## config.mk

```make
export PLATFORM = sky130hd
export DESIGN_NAME = usfe_status
export DESIGN_NICKNAME = d
export VERILOG_FILES = /design/src/hdl/usfe_mem.v /design/src/hdl/usfe_rx_check.v /design/src/hdl/usfe_status.v
export VERILOG_INCLUDE_DIRS = /design/src /design/src/hdl
export SDC_FILE = /design/constraint.sdc
export NUM_CORES = 1
export LEC_CHECK = 0
export BUFFER_PORTS_ARGS = -buffer_cell sky130_fd_sc_hd__buf_2
export CORE_ASPECT_RATIO = 0.6
export CORE_MARGIN = 1
export CORE_UTILIZATION = 49
export DETAILED_ROUTE_END_ITERATION = 10
export PLACE_DENSITY = 0.7
export RECOVER_POWER = 25
export SLEW_MARGIN = 0
export SYNTH_ARGS = -nofsm -noshare
export SYNTH_HDL_FRONTEND = slang
export SYNTH_SLANG_ARGS = --single-unit
```

## constraint.sdc

```tcl
create_clock -name clk_i -period 4.42 [get_ports clk_i]
set_input_delay 0.442 -clock clk_i [delete_from_list [all_inputs] [get_ports clk_i]]
set_output_delay 0.442 -clock clk_i [all_outputs]
set_load 0.1 [all_outputs]
```

## src/hdl/usfe_consts.vh

```
// Constants for the serial port status flag block: register offsets,
// field positions, reset values and receive FIFO sizing.
// Assumes byte addresses on a 32-bit classic Wishbone bus.
`ifndef USFE_CONSTS_VH
`define USFE_CONSTS_VH

////////////////////////////////////////////////////////////////////////////////
// Register byte offsets
`define USFE_ADR_CTRL 8'h00
`define USFE_ADR_DATA 8'h14
`define USFE_ADR_STAT0 8'h1C
`define USFE_ADR_STAT1 8'h20

////////////////////////////////////////////////////////////////////////////////
// Control register fields
`define USFE_CTRL_PAR_EN 0
`define USFE_CTRL_PAR_ODD 1
`define USFE_CTRL_TX_EN 2
`define USFE_CTRL_RESET 3'h0

// serial_line_status_second fields
`define USFE_ST1_TX_BUSY 0
`define USFE_ST1_RX_AVAIL 1
`define USFE_ST1_TX_ROOM 2
`define USFE_ST1_PAR_ERR 3
`define USFE_ST1_FRM_ERR 4
`define USFE_ST1_RX_OVR 5
`define USFE_ST1_RESET 8'h04

// First status register fields
`define USFE_ST0_ERR_SUM 0
`define USFE_ST0_CNT_LSB 4
`define USFE_ST0_CNT_MSB 7

////////////////////////////////////////////////////////////////////////////////
// FIFO sizing and tags
`define USFE_FIFO_DEPTH 4'h8
`define USFE_ERR_WINDOW 4'h4
`define USFE_REQ_MIN 4'h5
`define USFE_REQ_MAX 4'h8
`define USFE_TAG_PAR 0
`define USFE_TAG_FRM 1
`define USFE_TAG_OVR 2

`endif

```

## src/hdl/usfe_mem.v

```verilog
// Eight-entry storage for one FIFO, one write and one read port.
// Read data comes out of a register; a write to the slot being read
// is passed straight through so a fresh byte is seen at once.
`timescale 1ns/1ps
`include "usfe_consts.vh"

module usfe_mem #(
  parameter WIDTH = 8
) (
  input wire clk_i,
  input wire rst_i,
  input wire ce_i,
  input wire wr_en_i,
  input wire [2:0] wr_addr_i,
  input wire [WIDTH-1:0] wr_data_i,
  input wire [2:0] rd_addr_i,
  output reg [WIDTH-1:0] rd_data_o
);

  reg [WIDTH-1:0] mem_q [0:7];

  ////////////////////////////////////////////////////////////////////////////////
  // Storage itself carries no reset, only the read register does
  always @(posedge clk_i) begin
    if (ce_i && wr_en_i) begin
      mem_q[wr_addr_i] <= wr_data_i;
    end
  end

  always @(posedge clk_i) begin
    if (rst_i) begin
      rd_data_o <= {WIDTH{1'b0}};
    end else if (ce_i) begin
      if (wr_en_i && (wr_addr_i == rd_addr_i)) begin
        rd_data_o <= wr_data_i;
      end else begin
        rd_data_o <= mem_q[rd_addr_i];
      end
    end
  end

endmodule // usfe_mem

```

## src/hdl/usfe_rx_check.v

```verilog
// Checks each byte from the receive shifter for parity and framing
// errors and hands it on one cycle later with its two error tags.
// Assumes rx_valid_i is a one-cycle pulse per received frame.
`timescale 1ns/1ps
`include "usfe_consts.vh"

module usfe_rx_check (
  input wire clk_i,
  input wire rst_i,
  input wire ce_i,
  input wire parity_enable_i,
  input wire odd_even_select_i,
  input wire rx_valid_i,
  input wire [7:0] rx_data_i,
  input wire rx_parity_i,
  input wire rx_stop_i,
  output reg byte_valid_o,
  output reg [7:0] byte_data_o,
  output reg parity_tag_o,
  output reg framing_tag_o
);

  // High when data plus parity bit hold an odd count of ones
  wire ones_odd = ^{rx_data_i, rx_parity_i};

  ////////////////////////////////////////////////////////////////////////////////
  always @(posedge clk_i) begin
    if (rst_i) begin
      byte_valid_o <= 1'b0;
      byte_data_o <= 8'h00;
      parity_tag_o <= 1'b0;
      framing_tag_o <= 1'b0;
    end else if (ce_i) begin
      byte_valid_o <= rx_valid_i;
      if (rx_valid_i) begin
        byte_data_o <= rx_data_i;
        // Odd parity flags an odd count of ones as an error, even parity flags an even count
        parity_tag_o <= parity_enable_i & (odd_even_select_i ? ones_odd : ~ones_odd);
        framing_tag_o <= ~rx_stop_i;
      end
    end
  end

endmodule // usfe_rx_check

```

## src/hdl/usfe_status.v

```verilog
// Serial port status flags with per-byte error tags in the receive FIFO.
// Assumes a classic Wishbone master, a receive shifter that pulses
// rx_valid_i per frame and a transmit shifter that takes bytes here.
`timescale 1ns/1ps
`include "usfe_consts.vh"

module usfe_status (
  input wire clk_i,
  input wire rst_i,
  input wire ce_i,
  input wire wb_cyc_i,
  input wire wb_stb_i,
  input wire wb_we_i,
  input wire [7:0] wb_adr_i,
  input wire [3:0] wb_sel_i,
  input wire [31:0] wb_dat_i,
  output reg [31:0] wb_dat_o,
  output reg wb_ack_o,
  input wire rx_valid_i,
  input wire [7:0] rx_data_i,
  input wire rx_parity_i,
  input wire rx_stop_i,
  output wire [7:0] tx_data_o,
  output reg tx_valid_o,
  input wire tx_take_i,
  input wire tx_done_i,
  output reg rx_service_req_o,
  output reg rx_irq_o
);

  ////////////////////////////////////////////////////////////////////////////////
  // State
  reg parity_enable_q;
  reg odd_even_select_q;
  reg transmit_enable_q;
  reg transmit_busy_flag_q;
  reg transmit_busy_flag_d;
  reg parity_error_flag_q;
  reg parity_error_flag_d;
  reg framing_error_flag_q;
  reg framing_error_flag_d;
  reg rx_overrun_flag_q;
  reg rx_overrun_flag_d;
  reg [2:0] rx_wr_ptr_q;
  reg [2:0] rx_rd_ptr_q;
  reg [3:0] rx_count_q;
  reg [3:0] rx_count_d;
  reg [2:0] tx_wr_ptr_q;
  reg [2:0] tx_rd_ptr_q;
  reg [3:0] tx_count_q;
  reg [3:0] tx_count_d;
  reg [31:0] rd_d;
  reg error_in_fifo;
  reg [2:0] err_idx;
  reg [3:0] k;

  wire chk_valid;
  wire [7:0] chk_data;
  wire chk_par;
  wire chk_frm;
  wire [7:0] rx_rdata;
  wire [23:0] tags_w;

  ////////////////////////////////////////////////////////////////////////////////
  // Bus decode; one request per ack, ack one cycle after request
  wire req = wb_cyc_i & wb_stb_i & ~wb_ack_o;
  wire acc_data = req & (wb_adr_i == `USFE_ADR_DATA);
  wire acc_ctrl = req & wb_we_i & wb_sel_i[0] & (wb_adr_i == `USFE_ADR_CTRL);
  wire rx_fifo_not_empty = (rx_count_q != 4'h0);
  wire tx_fifo_not_full = (tx_count_q != `USFE_FIFO_DEPTH);
  wire rx_full = (rx_count_q == `USFE_FIFO_DEPTH);
  wire rx_pop = acc_data & ~wb_we_i & rx_fifo_not_empty;
  // A pop in the same cycle frees a slot, so the byte still fits
  wire rx_push = chk_valid & (~rx_full | rx_pop);
  wire rx_ovr = chk_valid & rx_full & ~rx_pop;
  wire [2:0] rx_top_ptr = rx_wr_ptr_q - 3'h1;
  wire [2:0] rx_rd_ptr_d = rx_pop ? rx_rd_ptr_q + 3'h1 : rx_rd_ptr_q;
  // Bytes written to a full transmit FIFO are dropped
  wire tx_push = acc_data & wb_we_i & wb_sel_i[0] & tx_fifo_not_full;
  wire tx_pop = tx_take_i & tx_valid_o;
  wire [2:0] tx_rd_ptr_d = tx_pop ? tx_rd_ptr_q + 3'h1 : tx_rd_ptr_q;
  wire [2:0] next_bot = rx_rd_ptr_q + 3'h1;
  wire [2:0] next_tag = tags_w[3*next_bot +: 3];
  wire tx_enable_d = acc_ctrl ? wb_dat_i[`USFE_CTRL_TX_EN] : transmit_enable_q;

  ////////////////////////////////////////////////////////////////////////////////
  // Submodules
  usfe_rx_check u_rx_check (
    .clk_i(clk_i),
    .rst_i(rst_i),
    .ce_i(ce_i),
    .parity_enable_i(parity_enable_q),
    .odd_even_select_i(odd_even_select_q),
    .rx_valid_i(rx_valid_i),
    .rx_data_i(rx_data_i),
    .rx_parity_i(rx_parity_i),
    .rx_stop_i(rx_stop_i),
    .byte_valid_o(chk_valid),
    .byte_data_o(chk_data),
    .parity_tag_o(chk_par),
    .framing_tag_o(chk_frm)
  );

  usfe_mem #(.WIDTH(8)) u_rx_mem (
    .clk_i(clk_i),
    .rst_i(rst_i),
    .ce_i(ce_i),
    .wr_en_i(rx_push),
    .wr_addr_i(rx_wr_ptr_q),
    .wr_data_i(chk_data),
    .rd_addr_i(rx_rd_ptr_d),
    .rd_data_o(rx_rdata)
  );

  usfe_mem #(.WIDTH(8)) u_tx_mem (
    .clk_i(clk_i),
    .rst_i(rst_i),
    .ce_i(ce_i),
    .wr_en_i(tx_push),
    .wr_addr_i(tx_wr_ptr_q),
    .wr_data_i(wb_dat_i[7:0]),
    .rd_addr_i(tx_rd_ptr_d),
    .rd_data_o(tx_data_o)
  );

  ////////////////////////////////////////////////////////////////////////////////
  // Hidden tags, three per receive entry
  genvar g;
  generate
    for (g = 0; g < 8; g = g + 1) begin : g_tag
      localparam [2:0] IDX = g;
      reg [2:0] tag_q;
      always @(posedge clk_i) begin
        if (rst_i) begin
          tag_q <= 3'h0;
        end else if (ce_i) begin
          if (rx_push && (rx_wr_ptr_q == IDX)) begin
            tag_q <= {1'b0, chk_frm, chk_par};
          end else if (rx_ovr && (rx_top_ptr == IDX)) begin
            // Marks the last good byte before the lost one
            tag_q[`USFE_TAG_OVR] <= 1'b1;
          end
        end
      end
      assign tags_w[3*g +: 3] = tag_q;
    end
  endgenerate

  ////////////////////////////////////////////////////////////////////////////////
  // Error in FIFO over the four oldest held bytes
  always @* begin
    error_in_fifo = 1'b0;
    err_idx = 3'h0;
    for (k = 4'h0; k < `USFE_ERR_WINDOW; k = k + 4'h1) begin
      err_idx = rx_rd_ptr_q + k[2:0];
      if ((k < rx_count_q) && (tags_w[3*err_idx +: 3] != 3'h0)) begin
        error_in_fifo = 1'b1;
      end
    end
  end

  ////////////////////////////////////////////////////////////////////////////////
  // Counts
  always @* begin
    rx_count_d = rx_count_q;
    if (rx_push && !rx_pop) begin
      rx_count_d = rx_count_q + 4'h1;
    end else if (rx_pop && !rx_push) begin
      rx_count_d = rx_count_q - 4'h1;
    end
    tx_count_d = tx_count_q;
    if (tx_push && !tx_pop) begin
      tx_count_d = tx_count_q + 4'h1;
    end else if (tx_pop && !tx_push) begin
      tx_count_d = tx_count_q - 4'h1;
    end
  end

  ////////////////////////////////////////////////////////////////////////////////
  // Bottom-entry flags follow whichever byte now sits at the bottom
  always @* begin
    parity_error_flag_d = parity_error_flag_q;
    framing_error_flag_d = framing_error_flag_q;
    rx_overrun_flag_d = rx_overrun_flag_q;
    if (rx_pop && (rx_count_q > 4'h1)) begin
      parity_error_flag_d = next_tag[`USFE_TAG_PAR];
      framing_error_flag_d = next_tag[`USFE_TAG_FRM];
      rx_overrun_flag_d = next_tag[`USFE_TAG_OVR];
    end else if (rx_push && ((rx_count_q == 4'h0) || rx_pop)) begin
      // Incoming byte lands straight at the bottom
      parity_error_flag_d = chk_par;
      framing_error_flag_d = chk_frm;
      rx_overrun_flag_d = 1'b0;
    end else if (rx_pop) begin
      // FIFO drained; no byte left to describe
      parity_error_flag_d = 1'b0;
      framing_error_flag_d = 1'b0;
      rx_overrun_flag_d = 1'b0;
    end
  end

  // Busy: a new load wins over a finishing frame; disable clears it
  always @* begin
    transmit_busy_flag_d = transmit_busy_flag_q;
    if (!tx_enable_d) begin
      transmit_busy_flag_d = 1'b0;
    end else if (tx_pop) begin
      transmit_busy_flag_d = 1'b1;
    end else if (tx_done_i) begin
      transmit_busy_flag_d = 1'b0;
    end
  end

  ////////////////////////////////////////////////////////////////////////////////
  // Read data; status bits are read-only and writes there are ignored
  always @* begin
    rd_d = 32'h0000_0000;
    case (wb_adr_i)
      `USFE_ADR_CTRL: begin
        rd_d[`USFE_CTRL_PAR_EN] = parity_enable_q;
        rd_d[`USFE_CTRL_PAR_ODD] = odd_even_select_q;
        rd_d[`USFE_CTRL_TX_EN] = transmit_enable_q;
      end
      `USFE_ADR_DATA: begin
        if (rx_fifo_not_empty) begin
          rd_d[7:0] = rx_rdata;
        end
      end
      `USFE_ADR_STAT0: begin
        rd_d[`USFE_ST0_ERR_SUM] = error_in_fifo;
        rd_d[`USFE_ST0_CNT_MSB:`USFE_ST0_CNT_LSB] = rx_count_q;
      end
      `USFE_ADR_STAT1: begin
        rd_d[`USFE_ST1_TX_BUSY] = transmit_busy_flag_q;
        rd_d[`USFE_ST1_RX_AVAIL] = rx_fifo_not_empty;
        rd_d[`USFE_ST1_TX_ROOM] = tx_fifo_not_full;
        rd_d[`USFE_ST1_PAR_ERR] = parity_error_flag_q;
        rd_d[`USFE_ST1_FRM_ERR] = framing_error_flag_q;
        rd_d[`USFE_ST1_RX_OVR] = rx_overrun_flag_q;
      end
      default: begin
        rd_d = 32'h0000_0000;
      end
    endcase
  end

  ////////////////////////////////////////////////////////////////////////////////
  // Registers
  always @(posedge clk_i) begin
    if (rst_i) begin
      wb_ack_o <= 1'b0;
      wb_dat_o <= 32'h0000_0000;
      parity_enable_q <= 1'b0;
      odd_even_select_q <= 1'b0;
      transmit_enable_q <= 1'b0;
      transmit_busy_flag_q <= 1'b0;
      parity_error_flag_q <= 1'b0;
      framing_error_flag_q <= 1'b0;
      rx_overrun_flag_q <= 1'b0;
      rx_wr_ptr_q <= 3'h0;
      rx_rd_ptr_q <= 3'h0;
      rx_count_q <= 4'h0;
      tx_wr_ptr_q <= 3'h0;
      tx_rd_ptr_q <= 3'h0;
      tx_count_q <= 4'h0;
      tx_valid_o <= 1'b0;
      rx_service_req_o <= 1'b0;
      rx_irq_o <= 1'b0;
    end else if (ce_i) begin
      wb_ack_o <= req;
      if (req) begin
        wb_dat_o <= wb_we_i ? 32'h0000_0000 : rd_d;
      end
      if (acc_ctrl) begin
        parity_enable_q <= wb_dat_i[`USFE_CTRL_PAR_EN];
        odd_even_select_q <= wb_dat_i[`USFE_CTRL_PAR_ODD];
        transmit_enable_q <= wb_dat_i[`USFE_CTRL_TX_EN];
      end
      transmit_busy_flag_q <= transmit_busy_flag_d;
      parity_error_flag_q <= parity_error_flag_d;
      framing_error_flag_q <= framing_error_flag_d;
      rx_overrun_flag_q <= rx_overrun_flag_d;
      if (rx_push) begin
        rx_wr_ptr_q <= rx_wr_ptr_q + 3'h1;
      end
      rx_rd_ptr_q <= rx_rd_ptr_d;
      rx_count_q <= rx_count_d;
      if (tx_push) begin
        tx_wr_ptr_q <= tx_wr_ptr_q + 3'h1;
      end
      tx_rd_ptr_q <= tx_rd_ptr_d;
      tx_count_q <= tx_count_d;
      // Offer a byte only when the shifter may actually load it
      tx_valid_o <= (tx_count_d != 4'h0) & tx_enable_d & ~transmit_busy_flag_d;
      // Requests lag the FIFO state by one cycle; of the status flags only the error summary feeds them
      rx_service_req_o <= (rx_count_q >= `USFE_REQ_MIN) & (rx_count_q <= `USFE_REQ_MAX) & ~error_in_fifo;
      rx_irq_o <= ((rx_count_q >= `USFE_REQ_MIN) & (rx_count_q <= `USFE_REQ_MAX)) | error_in_fifo;
    end
  end

endmodule // usfe_status

```

==> results of run 1 <==
[worst max-delay path: stages, from the launching register on]
cell     delay, ns
dfxtp_1       0.50
ha_1          0.36
xnor2_2       0.51
mux4_2        0.62
mux2i_1       0.35
nand3_1       0.13
a221o_1       0.41
or3b_1        0.36
a21oi_1       0.15
[metrics by stage]
step	instance area [um2]	hold slack, ns
6_report	12100	0.122
5_1_grt	12100	0.113
3_5_place_dp	11300	0.469
4_1_cts	12100	0.113
3_3_place_gp	11300	0.450
2_1_floorplan	10900	0.431
[synthesized netlist by cell type, types with 4 or more instances]
library cell	n	area, um2
nand4_1	5	31.3
xnor2_1	21	184
nor2b_1	9	56.3
mux4_2	13	293
buf_4	25	188
a211oi_1	15	113
a22o_1	4	35.0
a2111oi_0	4	35.0
clkbuf_1	35	131
mux4_1	4	105
nand2b_1	7	43.8
mux2_2	19	214
a22oi_1	10	75.1
buf_1	4	15.0
and3_1	4	25.0
a21oi_1	50	250
mux2i_1	102	1020
inv_1	22	82.6
edfxtp_1	128	3840
nor4_1	6	37.5
dfxtp_1	90	1800
nand2_1	75	282
or3_1	4	25.0
buf_2	9	45.0
nor2_1	84	315
nor3_1	23	115
o32ai_1	8	70.1
o21ai_1	18	90.1
ha_1	19	238
o21ai_0	28	140
nand3_1	20	100
and2_1	13	81.3
xor2_1	8	70.1
a32oi_1	10	87.6
[worst max-delay path by stage]
| stage | depth (start not counted) | endpoint | startpoint |
|---|---|---|---|
| floorplan | 8 | u_rx_mem.mem_q[1][0] | wb_ack_o |
| global placement | 10 | rx_count_q[3] | wb_adr_i[1] |
| detailed placement | 10 | rx_count_q[3] | wb_adr_i[1] |
| CTS | 8 | rx_service_req_o | rx_rd_ptr_q[0] |
| global route | 10 | u_rx_mem.rd_data_o[5] | rx_rd_ptr_q[0] |
| finish | 8 | rx_service_req_o | rx_rd_ptr_q[0] |
[flip-flops by register name (all words and copies together) (netlist names), 8 cells and up]
name                    count
u_rx_mem.mem_q             64
u_tx_mem.mem_q             64
g_tag.tag_q                24
u_rx_check.byte_data_o      8
u_rx_mem.rd_data_o          8
u_tx_mem.rd_data_o          8
wb_dat_o                    8
[final cells by class]
cell class,count,area share [%]
Sequential cell,218,46.6
Multi-Input combinational cell,666,39.7
Clock buffer,25,4.72
Timing Repair Buffer,76,3.49
Tap cell,279,2.88
Clock inverter,13,1.83
Inverter,24,0.744
[power groups by stage]
| stage | registers [mW] | clock network (mW) | logic, mW |
|---|---|---|---|
| after global routing | 2.19 | 2.18 | 0.321 |
| after detailed placement | 2.23 | 0 | 0.300 |
| after CTS | 2.19 | 2.10 | 0.302 |
| final | 2.19 | 2.08 | 0.303 |
| after floorplan | 2.25 | 0 | 0.218 |
| after global placement | 2.23 | 0 | 0.298 |
[metal layers]
| layer | wire, um | up-vias |
|---|---|---|
| met5 | 0 | - |
| met4 | 376 | 0 |
| met3 | 2330 | 24 |
| met2 | 10300 | 338 |
| met1 | 13400 | 3782 |
| li1 | - | 3602 |
[cell families after synthesis]
logic type	Yosys count	share of synthesized area [%]
AND/OR/NAND/NOR	273	12.2
flip-flops	218	52.0
AO/OA/AOI/OAI	176	10.5
multiplexers	141	15.4
buffers and inverters	100	4.66
XOR/XNOR	33	3.00
adder cells (fa/ha/maj)	19	2.19
other	1	0.0346
[placed cells by master, fill, tap and decap left out, types with 8 or more instances in the layout]
master       n
mux2i_1    102
o21ai_0     28
o21ai_1     18
o32ai_1      8
xor2_1       8
conb_1      24
xnor2_1     21
clkbuf_1    10
ha_1        18
mux4_2      13
nor2b_1      9
a22oi_1     10
nor2_1      83
a211oi_1    15
and2_1      13
nor3_1      23
nand2_1     75
buf_2       47
a32oi_1     10
clkbuf_16   22
buf_4       21
nand3_1     20
inv_1       22
mux2_2      19
dfxtp_1     89
a21oi_1     50
edfxtp_1   128
==> impl_metrics.toml, run 1 <==
[global_route]
grt_max_degree = 71
grt_first_pass_wirelength_um = 41800
first_global_vias = 7250
grt-busiest-layer = "met1"
grt.met1_usage_pct = 38.1
met2_layer_usage_reported_by_global_route_pct = 32.6
met3_usage_pct = 4.93
overflow = 0
groute.usage.overall_pct = 23.8
antenna_found_initial = 0

[power]
pwr_density_cell_nw_per_um2 = 377
internal_power_mw = 3.51
power.share.switching_pct = 23.3
power.ir.vdd_worst_mv = 0.224
clock_power_share_pct = 45.5
comb_power_share_pct = 6.6
sequentialPowerShare_pct = 47.9
report.power.total_mw = 4.57
power.net_switching_mw = 1.06
power.static_leakage_nw = 4.43

[route]
final_antenna_net_count = 0
count_of_vias_placed_by_the_detailed_router = 7746
wire_per_inst_um = 20.3
dr.pass1.iters = 5
drt_wl_total_um = 26400
drt-initial-drc-count = 819
post-route-drc-count = 0
viasPerCell = 5.95

[placed_design]
pre_cts_slack_ns = 0.922
placed_cells = 1263
place.port_buffers = 55
place.detailed.hpwl_um = 18000
gp_congestion = 0.965

[timing]
tns_ns = 0
worst_clock_skew_ns = 0.0181
rsz_0062_raised_after_global_routing = "false"
hold_viol_final = 0
fin_crit_sh_pct = 78.7
max_freq_mhz = 287
report.final.slew_viol_count = 0
final_period_minus_worst_setup_slack_ns = 3.48
report.final.setup_viol = 0
final_critical_path_setup_slack_ns = 0.940
headroom_to_the_max_slew_limit_pct = 28.9
worstMarginPinSlew_ns = 1.05

[worst_hold_path]
hold_path.class = "in -> reg"
min_delay_path_depth = 2
hold-path-endpoint = "u_rx_check.framing_tag_o"
worstHoldStart = "rx_stop_i"

[cells_and_area]
layout.filler_cells = 1790
regArea_um2 = 5650
finish.cell_count_without_fillers = 1301
layout.nets = 1089
antenna_cells_inserted = 0
share_of_layout_cells_above_drive_strength_1_pct = 15.4
layout_area_growth_over_synthesis_pct = 11.6
multi_input_comb_area_um2 = 4810
final_core_util_pct = 56.7

[cts]
cts_tree = "done"
numCtsBuffers = 21
skew_pair_late_insertion_delay_ns = 0.51
clock-root-buffer = "clkbuf_16"
post_cts_hold_buffer_count = 0
cts_repair_resize_count = 0
worst_setup_hold_path_clk_slew_ns = 0.07
cts-htree-levels = 1
cts_setup_buffers = 0
cts.sinks = 218
deepest_clock_path_buffer_count = 3

[die]
ios = 107
die_w_um = 194
floorplan.die_area_um2 = 22800
initial_standard_cell_utilization_of_the_core_pct = 50.8
floorplan.rows = 41
fp.coreArea_um2 = 21300
die-height_um = 117

[yosys]
syn_inst = 961
syn_area_per_cell_um2 = 11.3
yosysSeqAreaShare_pct = 52.0
postSynth.topFlopCell = "edfxtp_1"
synthesis.area_um2 = 10800
post_synth_num_cell_types = 70
async_reset_ff_share_pct = 0
ys_seq_elements = 218
yosys_warnings = 0
post_synth_edffs = 128

[critical_path]
cp_data_arrival_time_ns = 3.90
worst_setup_path_end_kind = "flip-flop"
r2r-end = "rx_service_req_o"
timing.reg2reg.setup_slack_ns = 0.94
path_class = "reg -> reg"
timing.critical_path.fanout_max = 16
worst_r2r_path_depth = 8
critPathRequiredTime_ns = 4.84
crit-reg2reg-launch = "rx_rd_ptr_q[0]"
startpoint_type = "flip-flop"

[job]
timing.max_cap.violations = 0

[run_status]
outcome = "completed"
(Power assumes the default switching activity.)
==> run 2: changes to the inputs <==
clock period = 3.3 ns   (was 4.42 ns; I/O delays follow)
==> impl_metrics.toml, run 2 (synthesized netlist as in run 1, its figures left out) <==
[timing]
report.final.slew_viol_count = 0
headroom_to_the_max_slew_limit_pct = 38.8
final_critical_path_setup_slack_ns = 0.276
max_freq_mhz = 331
tns_ns = 0
report.final.setup_viol = 0
rsz_0062_raised_after_global_routing = "false"
worst_clock_skew_ns = 0.0119
final_period_minus_worst_setup_slack_ns = 3.02
fin_crit_sh_pct = 91.6
worstMarginPinSlew_ns = 0.918
hold_viol_final = 0
fin_worst_hold_slack_ns = 0.0777

[die]
initial_standard_cell_utilization_of_the_core_pct = 50.8
fp.coreArea_um2 = 21300
die_w_um = 194
floorplan.rows = 41
die-height_um = 117
floorplan.die_area_um2 = 22800
ios = 107

[cts]
worst_setup_hold_path_clk_slew_ns = 0.07
cts_tree = "done"
cts_setup_buffers = 0
skew_pair_late_insertion_delay_ns = 0.51
clock-root-buffer = "clkbuf_16"
cts.sinks = 218
cts_repair_resize_count = 0
cts-htree-levels = 1
deepest_clock_path_buffer_count = 3
numCtsBuffers = 21

[cells_and_area]
layout_area_growth_over_synthesis_pct = 12.5
layout.nets = 1109
finish.cell_count_without_fillers = 1321
mostFrequentLayoutCells = "edfxtp_1 (128), mux2i_1 (102), dfxtp_1 (89), nor2_1 (83), nand2_1 (75)"
reg.largest.list = "u_rx_mem.mem_q (64), u_tx_mem.mem_q (64), g_tag.tag_q (24)"
share_of_layout_cells_above_drive_strength_1_pct = 16.8
antenna_cells_inserted = 0
layout.cells.most_common = "edfxtp_1"

[critical_path]
timing.critical_path.fanout_max = 6
crit-reg2reg-launch = "rx_rd_ptr_q[0]"
cp.buffers_inverters = 1
worst_r2r_path_depth = 9
path_class = "reg -> reg"
setup.worst_path.start = "rx_rd_ptr_q[0]"
cpPeakStageDelay_ns = 0.54
worst_setup_path_end_kind = "flip-flop"
critical_path.slowest_cell = "mux4_2"
timing.reg2reg.setup_slack_ns = 0.28
critPathRequiredTime_ns = 3.73
r2r-end = "rx_service_req_o"
critical_path.cell_chain = "ha_1 > xnor2_2 > buf_4 > mux4_2 > mux2i_1 > nand3_1 > a221o_1 > or3b_1 > a21oi_1"
startpoint_type = "flip-flop"
cp_data_arrival_time_ns = 3.46
family_with_the_most_delay_on_the_worst_path = "multiplexers"

[worst_hold_path]
hold-path-endpoint = "u_rx_check.byte_data_o[0]"
worstHoldStart = "rx_data_i[0]"
hold_path.class = "in -> reg"
min_delay_path_depth = 3

[route]
drt_wl_total_um = 26300
drt-initial-drc-count = 766
post-route-drc-count = 0
dr.pass1.iters = 5
viasPerCell = 5.87
final_antenna_net_count = 0
wire_per_inst_um = 19.9
count_of_vias_placed_by_the_detailed_router = 7758

[power]
pwr_density_cell_nw_per_um2 = 483
power.static_leakage_nw = 4.49
comb_power_share_pct = 7.0
internal_power_mw = 4.47
power.ir.vdd_worst_mv = 0.320
power.share.switching_pct = 24.1
sequentialPowerShare_pct = 49.8
power.net_switching_mw = 1.42
clock_power_share_pct = 43.2

[placed_design]
gp_congestion = 0.982
place.detailed.hpwl_um = 18500
pre_cts_slack_ns = 0.390
placed_cells = 1282
place.port_buffers = 55

[global_route]
overflow = 0
first_global_vias = 7178
grt_max_degree = 84
met2_layer_usage_reported_by_global_route_pct = 32.4
met3_usage_pct = 5.70
grt-busiest-layer = "met1"
grt_first_pass_wirelength_um = 41100
grt.met1_usage_pct = 37.4
groute.usage.overall_pct = 23.7
antenna_found_initial = 0

[job]
timing.max_cap.violations = 0

[run_status]
outcome = "completed"
## run 2: worst max path at each step
stage,endpoint,slack (ns),depth (start not counted)
finish,rx_service_req_o,0.28,9
global route,rx_service_req_o,0.09,9
CTS,rx_service_req_o,0.35,9
detailed placement,rx_service_req_o,0.39,9
global placement,rx_service_req_o,0.43,9
floorplan,u_rx_mem.mem_q[1][0],0.11,8
## run 2: stage by stage
| stage | cell area (um2) | utilization [%] | power (mW) |
|---|---|---|---|
| floorplan | 10900 | - | 3.31 |
| global placement | 11500 | 53.8 | 3.39 |
| detailed placement | 11500 | 53.8 | 3.40 |
| CTS | 12200 | 57.2 | 5.91 |
| global route | 12200 | 57.2 | 6.04 |
| finish | 12200 | 57.2 | 5.89 |
## run 2: timing repair
action	CTS	global route
hold buffers	1	0
setup endpoints to repair	0	0
endpoints found under the hold margin	1	0
## run 2: power groups by stage
stage,logic [mW],registers (mW),clock network [mW]
6_report,0.413,2.93,2.54
5_1_grt,0.438,2.93,2.67
4_1_cts,0.411,2.93,2.57
3_5_place_dp,0.409,2.99,0
3_3_place_gp,0.405,2.99,0
2_1_floorplan,0.291,3.02,0
## run 2: metal layers
layer / vias to the layer above / wire [um]
li1: 3645 / -
met1: 3708 / 13000
met2: 369 / 9970
met3: 36 / 2830
met4: 0 / 420
met5: - / 0
## run 2: cell type report
cell class	count	area, um2
Tap cell	279	349
Sequential cell	218	5650
Clock buffer	31	622
Inverter	24	90.1
Timing Repair Buffer	96	588
Multi-Input combinational cell	666	4810
Fill cell	1817	9140
Clock inverter	7	98.8
## run 2: worst reg2reg max path, stage by stage (launching register included)
cell and delay (ns):
dfxtp_1 0.45, ha_1 0.27, xnor2_2 0.12, buf_4 0.19
mux4_2 0.54, mux2i_1 0.32, nand3_1 0.12, a221o_1 0.42
or3b_1 0.38, a21oi_1 0.14
==> run 3: changes to the inputs <==
ABC_AREA = 1   (was default)
==> impl_metrics.toml, run 3 <==
[placed_design]
place.port_buffers = 55
dpl-instance-area_um2 = 11100
placed_cells = 1515
place.detailed.hpwl_um = 18400
gp_congestion = 0.913

[global_route]
groute.usage.overall_pct = 24.1
antenna_found_initial = 0
overflow = 0
grt_first_pass_wirelength_um = 41400
grt_max_degree = 46
first_global_vias = 7390

[power]
clock_power_share_pct = 39.7
power.static_leakage_nw = 4.72
sequentialPowerShare_pct = 48.5
power.share.switching_pct = 26.8
power.net_switching_mw = 1.64
internal_power_mw = 4.48
pwr_density_cell_nw_per_um2 = 519
power.ir.vdd_worst_mv = 0.308
comb_power_share_pct = 11.8

[job]
timing.max_cap.violations = 0

[cts]
worst_setup_hold_path_clk_slew_ns = 0.06
cts.sinks = 218
skew_pair_late_insertion_delay_ns = 0.51
cts_setup_buffers = 0
cts-htree-levels = 1
deepest_clock_path_buffer_count = 3
cts_tree = "done"
numCtsBuffers = 22
clock-root-buffer = "clkbuf_16"

[yosys]
syn_inst = 1199
yosysTopAreaCellShare_pct = 36.4
ys_top_cells_by_count = "nand2_1 (266), nand3_1 (175), edfxtp_1 (128)"
yosys_warnings = 0
synthDominantAreaCellType = "edfxtp_1"
post-synth-top-count-cell = "nand2_1"
async_reset_ff_share_pct = 0
ys_seq_elements = 218
synthesis.area_um2 = 10600
postSynth.topFlopCell = "edfxtp_1"
post_synth_num_cell_types = 44
syn_area_per_cell_um2 = 8.81
yosysSeqAreaShare_pct = 53.5
post_synth_edffs = 128
yosys-top-cells-area = "edfxtp_1 (36%), dfxtp_1 (17%), nand2_1 (9.5%), nand3_1 (8.3%), inv_1 (4.5%)"

[cells_and_area]
finish.cell_count_without_fillers = 1555
layout.nets = 1342
antenna_cells_inserted = 0
regArea_um2 = 5650
layout_area_growth_over_synthesis_pct = 11.8
share_of_layout_cells_above_drive_strength_1_pct = 11.4
reg.largest.list = "u_rx_mem.mem_q (64), u_tx_mem.mem_q (64), g_tag.tag_q (24)"
layout.filler_cells = 1824
layout.cells.most_common = "nand2_1"
mostFrequentLayoutCells = "nand2_1 (266), nand3_1 (175), edfxtp_1 (128), inv_1 (127), dfxtp_1 (90)"
multi_input_comb_area_um2 = 4080
fin_area_um2 = 11800

[route]
drt_wl_total_um = 26600
count_of_vias_placed_by_the_detailed_router = 8555
dr.pass1.iters = 5
post-route-drc-count = 0
final_antenna_net_count = 0
wire_per_inst_um = 17.1
viasPerCell = 5.50
drt-initial-drc-count = 1080

[worst_hold_path]
hold_path.class = "in -> reg"

[die]
fp.coreArea_um2 = 21100
die_w_um = 192
die-height_um = 116
ios = 107
initial_standard_cell_utilization_of_the_core_pct = 50.1
floorplan.die_area_um2 = 22200
floorplan.rows = 41

[timing]
hold_viol_final = 0
rsz_0062_raised_after_global_routing = "false"
tns_ns = 0
report.final.slew_viol_count = 0
headroom_to_the_max_slew_limit_pct = 32.2
worstMarginPinSlew_ns = 1.02
fin_crit_sh_pct = 89.8
report.final.setup_viol = 0
max_freq_mhz = 337
final_period_minus_worst_setup_slack_ns = 2.96
worst_clock_skew_ns = 0.0138

[critical_path]
timing.critical_path.fanout_max = 18
cpPeakStageDelay_ns = 0.79
critical_path.slowest_cell = "o21ai_2"
timing.critical_path.mode_cell = "nand3_1"
worst_setup_path_end_kind = "flip-flop"
cp.buffers_inverters = 2
critical_path.cell_chain = "ha_1 > inv_1 > o21ai_2 > clkinvlp_4 > nand3_1 > nand3_1 > nand3_1 > o211ai_1 > a21oi_1"
cp_data_arrival_time_ns = 3.40
startpoint_type = "flip-flop"
path_class = "reg -> reg"
timing.reg2reg.setup_slack_ns = 0.34
critPathRequiredTime_ns = 3.74
family_with_the_most_delay_on_the_worst_path = "compound AO/OA/AOI/OAI gates"

[run_status]
outcome = "completed"
run 3: cell count changes in the layout (fill, tap and decap cells not counted), moves of 14 or more:
cell | before | now
a21oi_1 | 50 | 83
inv_1 | 22 | 127
mux2_2 | 19 | 0
mux2i_1 | 102 | 0
nand2_1 | 75 | 266
nand3_1 | 20 | 175
nor2_1 | 83 | 34
o211ai_1 | 3 | 17
o21ai_0 | 28 | 72
o21ai_1 | 18 | 3
run 3: area by class of cell:
class	count	area share [%]
tap	279	2.96
multi-input combinational	796	34.6
inverter	132	4.23
timing repair buffer	90	4.58
clock buffer	32	5.25
clock inverter	8	0.583
sequential	218	47.8
run 3: worst paths after layout:
| check | from | to | cells after the start |
|---|---|---|---|
| max | tx_rd_ptr_q[0] | u_tx_mem.rd_data_o[4] | 9 |
| min | rx_stop_i | u_rx_check.framing_tag_o | 2 |
| max reg2reg | tx_rd_ptr_q[0] | u_tx_mem.rd_data_o[4] | 9 |
| min reg2reg | u_rx_mem.rd_data_o[4] | u_rx_mem.rd_data_o[4] | 2 |
run 3: layer usage:
| layer | global-route usage (%) | vias to the layer above | wire [um] |
|---|---|---|---|
| li1 | - | 4135 | - |
| met1 | 41.2 | 3984 | 13500 |
| met2 | 30.8 | 403 | 9970 |
| met3 | 4.15 | 33 | 2680 |
| met4 | 4.34 | 0 | 357 |
| met5 | 0 | - | 0 |
run 3: timing repair:
item / CTS / global route
setup endpoints to repair: 0 / 1
hold buffers: 0 / 0
resized for setup: 0 / 1
run 3: through the flow:
stage          power (mW)  setup WS (ns)  util [%]  hold WS [ns]
2_1_floorplan        3.58          0.688         -         0.420
3_3_place_gp         3.73          0.358      52.8         0.449
3_5_place_dp         3.74          0.317      52.8         0.458
4_1_cts              6.14          0.247      56.0       0.00834
5_1_grt              6.32         0.0992      56.0       0.00753
6_report             6.12          0.336      56.0       0.00959
run 3: worst register-to-register path, stage by stage (launching register included):
cell and delay (ns):
dfxtp_1 0.33, ha_1 0.29, inv_1 0.04, o21ai_2 0.79, clkinvlp_4 0.67, nand3_1 0.25
nand3_1 0.09, nand3_1 0.09, o211ai_1 0.17, a21oi_1 0.18
run 3: logic make-up (layout without fill, tap and decap cells):
group | after synthesis | count (layout) | synth area share, %
AO/OA/AOI/OAI | 193 | 193 | 10.0
XOR/XNOR | 22 | 22 | 1.82
adder cells (fa/ha/maj) | 19 | 19 | 2.25
buffers and inverters | 208 | 262 | 8.71
flip-flops | 218 | 218 | 53.5
other | 1 | 24 | 0.0355
AND/OR/NAND/NOR | 538 | 538 | 23.7
run 3: power by group through the flow:
stage	logic (mW)	clock network (mW)	registers, mW
3_5_place_dp	0.708	0	3.03
3_3_place_gp	0.701	0	3.03
6_report	0.720	2.43	2.97
4_1_cts	0.711	2.46	2.97
5_1_grt	0.779	2.57	2.98
2_1_floorplan	0.508	0	3.07
